File: src/hdl/ladder_pkg.sv
/*
  Shared constants for the ladder bit-logic executor: opcodes, operand
  classes, point counts, stack depths and reset values.
  Assumes nothing of its surroundings; it holds definitions only.
*/
package ladder_pkg;

  // ----------------------------------------------------------------------
  // Instruction opcodes
  // ----------------------------------------------------------------------
  typedef enum logic [3:0] {
    op_nop                 = 4'h0,
    op_load_a_contact      = 4'h1,
    op_load_b_contact      = 4'h2,
    op_series_a_contact    = 4'h3,
    op_series_b_contact    = 4'h4,
    op_parallel_a_contact  = 4'h5,
    op_parallel_b_contact  = 4'h6,
    op_block_series_join   = 4'h7,
    op_block_parallel_join = 4'h8,
    op_push_result         = 4'h9,
    op_peek_result         = 4'ha,
    op_pop_result          = 4'hb,
    op_negate_result       = 4'hc,
    op_drive_coil          = 4'hd,
    op_latch_point         = 4'he,
    op_clear_point         = 4'hf
  } opcode_type;

  // ----------------------------------------------------------------------
  // Operand classes and point counts
  // ----------------------------------------------------------------------
  localparam logic [2:0] CLASS_INPUT   = 3'h0;
  localparam logic [2:0] CLASS_OUTPUT  = 3'h1;
  localparam logic [2:0] CLASS_RELAY   = 3'h2;
  localparam logic [2:0] CLASS_TIMER   = 3'h3;
  localparam logic [2:0] CLASS_COUNTER = 3'h4;
  localparam logic [2:0] CLASS_DATA    = 3'h5;

  localparam int INPUT_POINTS   = 16;
  localparam int OUTPUT_POINTS  = 16;
  localparam int RELAY_POINTS   = 160;
  localparam int TIMER_POINTS   = 16;
  localparam int COUNTER_POINTS = 8;

  localparam logic [7:0] INPUT_LIMIT   = 8'h10;
  localparam logic [7:0] OUTPUT_LIMIT  = 8'h10;
  localparam logic [7:0] RELAY_LIMIT   = 8'ha0;
  localparam logic [7:0] TIMER_LIMIT   = 8'h10;
  localparam logic [7:0] COUNTER_LIMIT = 8'h08;

  // ----------------------------------------------------------------------
  // Stacks and reset values
  // ----------------------------------------------------------------------
  localparam int RESULT_DEPTH = 8;
  localparam int BLOCK_DEPTH  = 8;
  localparam int LEVEL_WIDTH  = 4;

  localparam logic ACC_RESET  = 1'b0;
  localparam logic FLAG_RESET = 1'b0;
  localparam logic POINT_RESET = 1'b0;

endpackage : ladder_pkg

File: src/hdl/bit_stack.sv
/*
  One-bit LIFO built from flip-flops, used for the result stack and for
  the reserved block results of the executor.
  Assumes push and pop are never raised together and that rst_n is a
  reset already synchronised to clk.
*/
`timescale 1ns/10ps

module bit_stack #(
  parameter int DEPTH = 8,
  parameter int LW    = 4
) (
  input  wire logic          clk,
  input  wire logic          rst_n,
  input  wire logic          push,
  input  wire logic          pop,
  input  wire logic          push_bit,
  output logic               top_bit,
  output logic [LW-1:0]      level,
  output logic               overflow,
  output logic               underflow
);

  localparam logic [LW-1:0] FULL  = LW'(DEPTH);
  localparam logic [LW-1:0] EMPTY = '0;

  logic [DEPTH-1:0] store;
  logic [DEPTH-1:0] next_store;
  logic [LW-1:0]    next_level;

  // ----------------------------------------------------------------------
  // Next state
  // ----------------------------------------------------------------------
  // Entry 0 is the top. A push on a full stack drops the oldest entry,
  // so the newest results stay reachable; the caller sees the overflow.
  always_comb begin
    next_store = store;
    next_level = level;
    overflow   = push && (level == FULL);
    underflow  = pop && (level == EMPTY);
    top_bit    = (level != EMPTY) && store[0];
    if (push) begin
      next_store = {store[DEPTH-2:0], push_bit};
      if (level != FULL) begin
        next_level = level + LW'(1);
      end
    end else if (pop) begin
      next_store = {1'b0, store[DEPTH-1:1]};
      if (level != EMPTY) begin
        next_level = level - LW'(1);
      end
    end
  end

  // ----------------------------------------------------------------------
  // Registers
  // ----------------------------------------------------------------------
  always_ff @(posedge clk or negedge rst_n) begin
    if (!rst_n) begin
      store <= '0;
      level <= '0;
    end else begin
      store <= next_store;
      level <= next_level;
    end
  end

endmodule : bit_stack

File: src/hdl/ladder_bit_logic_executor.sv
/*
  Bit-serial boolean executor for the built-in ladder-logic function:
  contacts, block joins, result stack, negation, coil drive, latch, clear.
  Assumes one instruction per cycle from a program sequencer on clk, input
  points on asynchronous pins, timer and counter contacts from logic on clk.
*/
// Functional notes
// - Load saves accumulator, then loads contact status.
// - Series contact ANDs status into accumulator.
// - Parallel open contact ORs status into accumulator.
// - Parallel closed contact ORs inverted status in.
// - Block series join ANDs reserved result in.
// - Block parallel join ORs reserved result in.
// - Push copies accumulator, stack pointer plus one.
// - Peek loads top entry, pointer unchanged.
// - Pop loads top entry, pointer minus one.
// - Negate complements accumulator for later instructions.
// - Coil drive writes accumulator to Y or M.
// - Coil state follows result; contacts follow coil.
// - Latch with true result sets point on; it stays on.
// - Latched point clears by clear instruction with true result or by coil drive with false result.
`timescale 1ns/10ps

module ladder_bit_logic_executor (
  input  wire logic         clk,
  input  wire logic         rstn,
  input  wire logic         instr_valid,
  input  wire logic [3:0]   instr_opcode,
  input  wire logic [2:0]   instr_class,
  input  wire logic [7:0]   instr_index,
  input  wire logic         fault_clear,
  input  wire logic [15:0]  input_pins,
  input  wire logic [15:0]  timer_contact,
  input  wire logic [7:0]   counter_contact,
  output logic              acc,
  output logic [15:0]       coil_y,
  output logic [159:0]      relay_m,
  output logic              instr_done,
  output logic              operand_fault,
  output logic              stack_error,
  output logic [3:0]        result_level,
  output logic [3:0]        block_level
);

  // ----------------------------------------------------------------------
  // Operand checks
  // ----------------------------------------------------------------------
  // Legality lives in functions because both the contact read and the
  // fault flag decode the same class and index fields.
  function automatic logic contact_ok(input logic [2:0] cls, input logic [7:0] idx);
    case (cls)
      ladder_pkg::CLASS_INPUT:   contact_ok = idx < ladder_pkg::INPUT_LIMIT;
      ladder_pkg::CLASS_OUTPUT:  contact_ok = idx < ladder_pkg::OUTPUT_LIMIT;
      ladder_pkg::CLASS_RELAY:   contact_ok = idx < ladder_pkg::RELAY_LIMIT;
      ladder_pkg::CLASS_TIMER:   contact_ok = idx < ladder_pkg::TIMER_LIMIT;
      ladder_pkg::CLASS_COUNTER: contact_ok = idx < ladder_pkg::COUNTER_LIMIT;
      default:                   contact_ok = 1'b0;
    endcase
  endfunction : contact_ok

  function automatic logic coil_ok(input logic [2:0] cls, input logic [7:0] idx);
    case (cls)
      ladder_pkg::CLASS_OUTPUT: coil_ok = idx < ladder_pkg::OUTPUT_LIMIT;
      ladder_pkg::CLASS_RELAY:  coil_ok = idx < ladder_pkg::RELAY_LIMIT;
      default:                  coil_ok = 1'b0;
    endcase
  endfunction : coil_ok

  // ----------------------------------------------------------------------
  // Reset release
  // ----------------------------------------------------------------------
  // The reset asserts at once but releases on the second edge, so no flop
  // leaves reset with the release inside its setup window.
  logic rst_meta;
  logic rst_n;

  always_ff @(posedge clk or negedge rstn) begin
    if (!rstn) begin
      rst_meta <= 1'b0;
      rst_n    <= 1'b0;
    end else begin
      rst_meta <= 1'b1;
      rst_n    <= rst_meta;
    end
  end

  // ----------------------------------------------------------------------
  // Input point synchroniser
  // ----------------------------------------------------------------------
  // A bit changes only when the second and third stages agree, which also
  // rejects a one-cycle glitch; the cost is three to four cycles of delay.
  logic [15:0] in_s1;
  logic [15:0] in_s2;
  logic [15:0] in_s3;
  logic [15:0] in_stable;
  logic [15:0] next_in_stable;

  always_comb begin
    next_in_stable = (in_s2 & in_s3) | (in_stable & (in_s2 ^ in_s3));
  end

  always_ff @(posedge clk or negedge rst_n) begin
    if (!rst_n) begin
      in_s1     <= '0;
      in_s2     <= '0;
      in_s3     <= '0;
      in_stable <= '0;
    end else begin
      in_s1     <= input_pins;
      in_s2     <= in_s1;
      in_s3     <= in_s2;
      in_stable <= next_in_stable;
    end
  end

  // ----------------------------------------------------------------------
  // Stacks
  // ----------------------------------------------------------------------
  logic res_push;
  logic res_pop;
  logic res_top;
  logic res_over;
  logic res_under;
  logic blk_push;
  logic blk_pop;
  logic blk_top;

  bit_stack #(
    .DEPTH (ladder_pkg::RESULT_DEPTH),
    .LW    (ladder_pkg::LEVEL_WIDTH)
  ) u_result_stack (
    .clk       (clk),
    .rst_n     (rst_n),
    .push      (res_push),
    .pop       (res_pop),
    .push_bit  (acc),
    .top_bit   (res_top),
    .level     (result_level),
    .overflow  (res_over),
    .underflow (res_under)
  );

  // Every legal load reserves the previous result here; a rung start that is
  // never joined simply ages out of the bottom, so overflow is not an error.
  bit_stack #(
    .DEPTH (ladder_pkg::BLOCK_DEPTH),
    .LW    (ladder_pkg::LEVEL_WIDTH)
  ) u_block_stack (
    .clk       (clk),
    .rst_n     (rst_n),
    .push      (blk_push),
    .pop       (blk_pop),
    .push_bit  (acc),
    .top_bit   (blk_top),
    .level     (block_level),
    .overflow  (),
    .underflow ()
  );

  // ----------------------------------------------------------------------
  // Execute
  // ----------------------------------------------------------------------
  ladder_pkg::opcode_type op;
  logic           contact;
  logic           legal;
  logic           wr_en;
  logic           wr_bit;
  logic           next_acc;
  logic [15:0]    next_coil_y;
  logic [159:0]   next_relay_m;
  logic           next_done;
  logic           next_operand_fault;
  logic           next_stack_error;

  always_comb begin
    op = ladder_pkg::opcode_type'(instr_opcode);
    contact = 1'b0;
    if (contact_ok(instr_class, instr_index)) begin
      case (instr_class)
        ladder_pkg::CLASS_INPUT:  contact = in_stable[instr_index[3:0]];
        ladder_pkg::CLASS_OUTPUT: contact = coil_y[instr_index[3:0]];
        ladder_pkg::CLASS_RELAY:  contact = relay_m[instr_index];
        ladder_pkg::CLASS_TIMER:  contact = timer_contact[instr_index[3:0]];
        default:                  contact = counter_contact[instr_index[2:0]];
      endcase
    end
    next_acc     = acc;
    next_coil_y  = coil_y;
    next_relay_m = relay_m;
    res_push     = 1'b0;
    res_pop      = 1'b0;
    blk_push     = 1'b0;
    blk_pop      = 1'b0;
    wr_en        = 1'b0;
    wr_bit       = 1'b0;
    legal        = 1'b1;
    next_done    = instr_valid;
    if (instr_valid) begin
      case (op)
        ladder_pkg::op_load_a_contact: begin
          legal    = contact_ok(instr_class, instr_index);
          blk_push = legal;
          next_acc = legal ? contact : acc;
        end
        ladder_pkg::op_load_b_contact: begin
          legal    = contact_ok(instr_class, instr_index);
          blk_push = legal;
          next_acc = legal ? !contact : acc;
        end
        ladder_pkg::op_series_a_contact: begin
          legal    = contact_ok(instr_class, instr_index);
          next_acc = legal ? (acc & contact) : acc;
        end
        ladder_pkg::op_series_b_contact: begin
          legal    = contact_ok(instr_class, instr_index);
          next_acc = legal ? (acc & !contact) : acc;
        end
        ladder_pkg::op_parallel_a_contact: begin
          legal    = contact_ok(instr_class, instr_index);
          next_acc = legal ? (acc | contact) : acc;
        end
        ladder_pkg::op_parallel_b_contact: begin
          legal    = contact_ok(instr_class, instr_index);
          next_acc = legal ? (acc | !contact) : acc;
        end
        ladder_pkg::op_block_series_join: begin
          blk_pop  = 1'b1;
          next_acc = acc & blk_top;
        end
        ladder_pkg::op_block_parallel_join: begin
          blk_pop  = 1'b1;
          next_acc = acc | blk_top;
        end
        ladder_pkg::op_push_result: begin
          res_push = 1'b1;
        end
        ladder_pkg::op_peek_result: begin
          next_acc = res_top;
        end
        ladder_pkg::op_pop_result: begin
          res_pop  = 1'b1;
          next_acc = res_top;
        end
        ladder_pkg::op_negate_result: begin
          next_acc = !acc;
        end
        ladder_pkg::op_drive_coil: begin
          legal  = coil_ok(instr_class, instr_index);
          wr_en  = legal;
          wr_bit = acc;
        end
        ladder_pkg::op_latch_point: begin
          legal  = coil_ok(instr_class, instr_index);
          wr_en  = legal && acc;
          wr_bit = 1'b1;
        end
        ladder_pkg::op_clear_point: begin
          legal  = coil_ok(instr_class, instr_index);
          wr_en  = legal && acc;
          wr_bit = 1'b0;
        end
        default: begin
          legal = 1'b1;
        end
      endcase
    end
    // A point holds its value between writes, so a latched point stays on
    // until a clear with a true result or a coil drive with a false result addresses it.
    if (wr_en) begin
      if (instr_class == ladder_pkg::CLASS_OUTPUT) begin
        next_coil_y[instr_index[3:0]] = wr_bit;
      end else begin
        next_relay_m[instr_index] = wr_bit;
      end
    end
    // Sticky flags: a new event in the clearing cycle wins over the clear.
    next_operand_fault = (operand_fault && !fault_clear) || !legal;
    next_stack_error   = (stack_error && !fault_clear) || res_over || res_under;
  end

  // Every point and flag leaves from a flop, so logic that reads coil_y or
  // relay_m never sees the decode settle within a cycle.
  always_ff @(posedge clk or negedge rst_n) begin
    if (!rst_n) begin
      acc           <= ladder_pkg::ACC_RESET;
      coil_y        <= {ladder_pkg::OUTPUT_POINTS{ladder_pkg::POINT_RESET}};
      relay_m       <= {ladder_pkg::RELAY_POINTS{ladder_pkg::POINT_RESET}};
      instr_done    <= ladder_pkg::FLAG_RESET;
      operand_fault <= ladder_pkg::FLAG_RESET;
      stack_error   <= ladder_pkg::FLAG_RESET;
    end else begin
      acc           <= next_acc;
      coil_y        <= next_coil_y;
      relay_m       <= next_relay_m;
      instr_done    <= next_done;
      operand_fault <= next_operand_fault;
      stack_error   <= next_stack_error;
    end
  end

endmodule : ladder_bit_logic_executor

File: config.mk
export PLATFORM = sky130hd
export DESIGN_NAME = ladder_bit_logic_executor
export DESIGN_NICKNAME = d
export VERILOG_FILES = /design/src/hdl/ladder_pkg.sv /design/src/hdl/bit_stack.sv /design/src/hdl/ladder_bit_logic_executor.sv
export SDC_FILE = /design/constraint.sdc
export NUM_CORES = 1
export LEC_CHECK = 0
export BUFFER_PORTS_ARGS = -buffer_cell sky130_fd_sc_hd__buf_2
export CAP_MARGIN = 20
export CORE_ASPECT_RATIO = 0.8
export CORE_MARGIN = 5
export CORE_UTILIZATION = 55
export DETAILED_ROUTE_END_ITERATION = 8
export PLACE_DENSITY = 0.81
export SYNTH_ARGS = -nofsm -noshare
export SYNTH_HDL_FRONTEND = slang
export SYNTH_SLANG_ARGS = --single-unit
File: constraint.sdc
create_clock -name clk -period 11.8 [get_ports clk]
set_input_delay 3.54 -clock clk [delete_from_list [all_inputs] [get_ports clk]]
set_output_delay 3.54 -clock clk [all_outputs]
set_load 0.05 [all_outputs]
==> impl_metrics.py <==
metrics = {
    "sta": {
        "tightest_slew_ns": 1.11,
        "max_freq_mhz": 148,
        "fin_crit_ns": 6.75,
        "setup_viol": 0,
        "final_max_slew_viol_count": 0,
        "fin_skew_ns": 0.0159,
        "slew_headroom_pct": 25.9,
        "setup_ws_ns": 5.05,
        "rsz0062_at_grt": "false",
        "fin_crit_sh_pct": 57.2,
        "hold_viol": 0,
        "tns_ns": 0,
    },
    "clock_network": {
        "clk_latency_ns": 0.56,
        "ctsResizeCount": 0,
        "clock_path_buffers": 3,
        "numCtsBuffers": 27,
        "htreeDepth": 1,
        "postCtsSetupBuffers": 0,
        "clock_sinks": 270,
        "tritoncts": "built",
        "path_clk_slew_ns": 0.06,
        "hold_buffers": 0,
        "cts_root_buffer": "clkbuf_16",
    },
    "die": {
        "rows": 50,
        "die-area_um2": 27000,
        "core-area_um2": 23400,
        "die_x_um": 182,
        "ios": 247,
        "die_y_um": 148,
        "initial_core_util_pct": 55.9,
    },
    "pwr": {
        "powerDensity_nw_per_um2": 137,
        "p_leak_uw": 0.00778,
        "ir_worst_vdd_v": 0.000102,
    },
    "setup_path": {
        "startpoint": "instr_index[1]",
        "endpoint_kind": "register",
        "reg2reg_from": "relay_m[88]",
        "arrival_ns": 7.17,
        "crit_type": "input port to register",
        "required_ns": 12.22,
        "start_kind": "input port",
        "crit_fanout": 40,
    },
    "grt": {
        "grt_pass1_wl_um": 57800,
        "grt_pass1_vias": 9785,
        "grt-ovfl-total": 0,
        "grt_max_degree": 119,
        "grt_usage_pct": 27.6,
        "antenna_found_initial": 1,
    },
    "synth": {
        "yosysUniqueCellTypes": 57,
        "synth_ff_type": "dfrtp_1",
        "synthCells": 1081,
        "yosys.area.top_type": "dfrtp_1",
        "synthTopCellsByArea": "dfrtp_1, mux2_2, mux4_2",
        "synthesis.area_um2": 13100,
        "yosys.area.top_type_share_pct": 51.6,
        "synthTopCellsByCount": "dfrtp_1, nand2_1, mux2_2",
        "ys_seq_area_share_pct": 51.6,
        "yosys_warnings": 0,
        "syn_avg_cell_area_um2": 12.1,
        "synth_nets": 1162,
        "async_flop_share_pct": 100,
        "yosysMostFrequentCell": "dfrtp_1",
        "synth_seq_cells": 270,
        "synth-edff-count": 0,
    },
    "place": {
        "port_buffers": 246,
        "hpwl_um": 25800,
        "post-place-ws_ns": 4.58,
        "dp_cells": 1582,
        "routabilityCongestion": 0.849,
    },
    "route": {
        "finalWirelength_um": 38000,
        "vias": 9756,
        "dr.pass1.iters": 5,
        "drt_first_iter_violations": 907,
        "drc": 0,
        "drt-vias-per-instance": 5.98,
        "drtAntennaViolNets": 0,
        "avgRoutedWirePerCell_um": 23.3,
    },
    "hold_path": {
        "hold_path.class": "register to async pin",
    },
    "final_layout": {
        "synthToLayoutAreaGrowth_pct": 18.1,
        "final_layout_size_suffix_gt1_share_pct": 41.5,
        "layout.nets": 1382,
        "fin_cells": 1631,
        "final_util_pct": 66.1,
    },
    "outcome": {
        "status": "finished clean",
    },
    "job": {
        "cap_violations": 0,
    },
}
==> cell usage in the layout, fill, tap and decap left out, drive strengths merged, types with 5 or more instances in the layout <==
cell type	netlist	final
dfrtp	270	270
buf	27	262
nand2	204	204
mux2	181	181
mux2i	49	49
nor2	43	43
mux4	41	41
clkbuf	44	35
o21ai	25	25
a21oi	23	23
ha	20	20
a21o	18	18
nand3	16	16
nand2b	14	14
nor3	12	12
nor2b	10	10
a22oi	9	9
inv	8	9
xnor2	8	8
clkinv	0	8
a31oi	6	6
o22ai	5	5
a221oi	5	5
==> final timing paths <==
check | endpoint | slack (ns) | cells after the start
min in group clk | in_s2[3] | 0.35 | 0
setup reg to reg | acc | 8.90 | 9
hold / removal | relay_m[137] | 0.27 | 0
hold reg to reg | relay_m[137] | 0.27 | 0
max in group asynchronous | rst_n | 8.94 | 1
setup / recovery | acc | 5.05 | 9
==> area by class of cell <==
cell class | instances | area (um2)
Clock buffer | 35 | 736
Multi-Input combinational cell | 732 | 6020
Fill cell | 1792 | 7940
Sequential cell | 270 | 6760
Tap cell | 312 | 390
Inverter | 8 | 30.0
Timing Repair Buffer | 262 | 1390
Antenna cell | 1 | 2.50
Clock inverter | 11 | 124
==> sequential cells by signal (all words and copies together), names as in the netlist <==
signal                count
rst_meta                  1
rst_n                     1
u_result_stack.level      4
u_block_stack.store       8
operand_fault             1
coil_y                   16
relay_m                 160
instr_done                1
u_block_stack.level       4
in_stable                16
in_s3                    16
in_s1                    16
u_result_stack.store      8
acc                       1
stack_error               1
in_s2                    16
==> kinds of logic after synthesis <==
family | Yosys count | share of synthesized area (%)
AO/OA/AOI/OAI | 111 | 5.56
other | 1 | 0.0287
multiplexers | 271 | 26.4
adder cells (fa/ha/maj) | 22 | 2.22
AND/OR/NAND/NOR | 318 | 11.1
buffers and inverters | 79 | 2.44
flip-flops | 270 | 51.6
XOR/XNOR | 9 | 0.602
==> critical path, cell delays in order <==
cell and delay [ns]:
buf_4 0.51, buf_4 0.64, mux4_2 0.58, mux4_2 0.50
o21ai_0 0.24, nand4_1 0.27, a211oi_1 0.47, mux2i_1 0.25
a31oi_1 0.10
==> routing by layer <==
metal / global-route usage, % / share of wire, %
met5: 0 / 0
met3: 6.74 / 9.7
met2: 42.4 / 46
met1: 39.6 / 42
met4: 7.84 / 2.7
==> power by group <==
group	internal, uW	switching, uW
combinational	92.6	169
sequential	964	39.9
clock	484	363
==> stage by stage <==
stage	cell area (um2)	hold slack [ns]	power, uW
global placement	14500	0.333	1270
finish	15500	0.269	2110
global route	15500	0.309	2190
detailed placement	14500	0.335	1280
floorplan	13100	0.331	1210
CTS	15400	0.348	2120
Power figures use the tool's default switching activity.
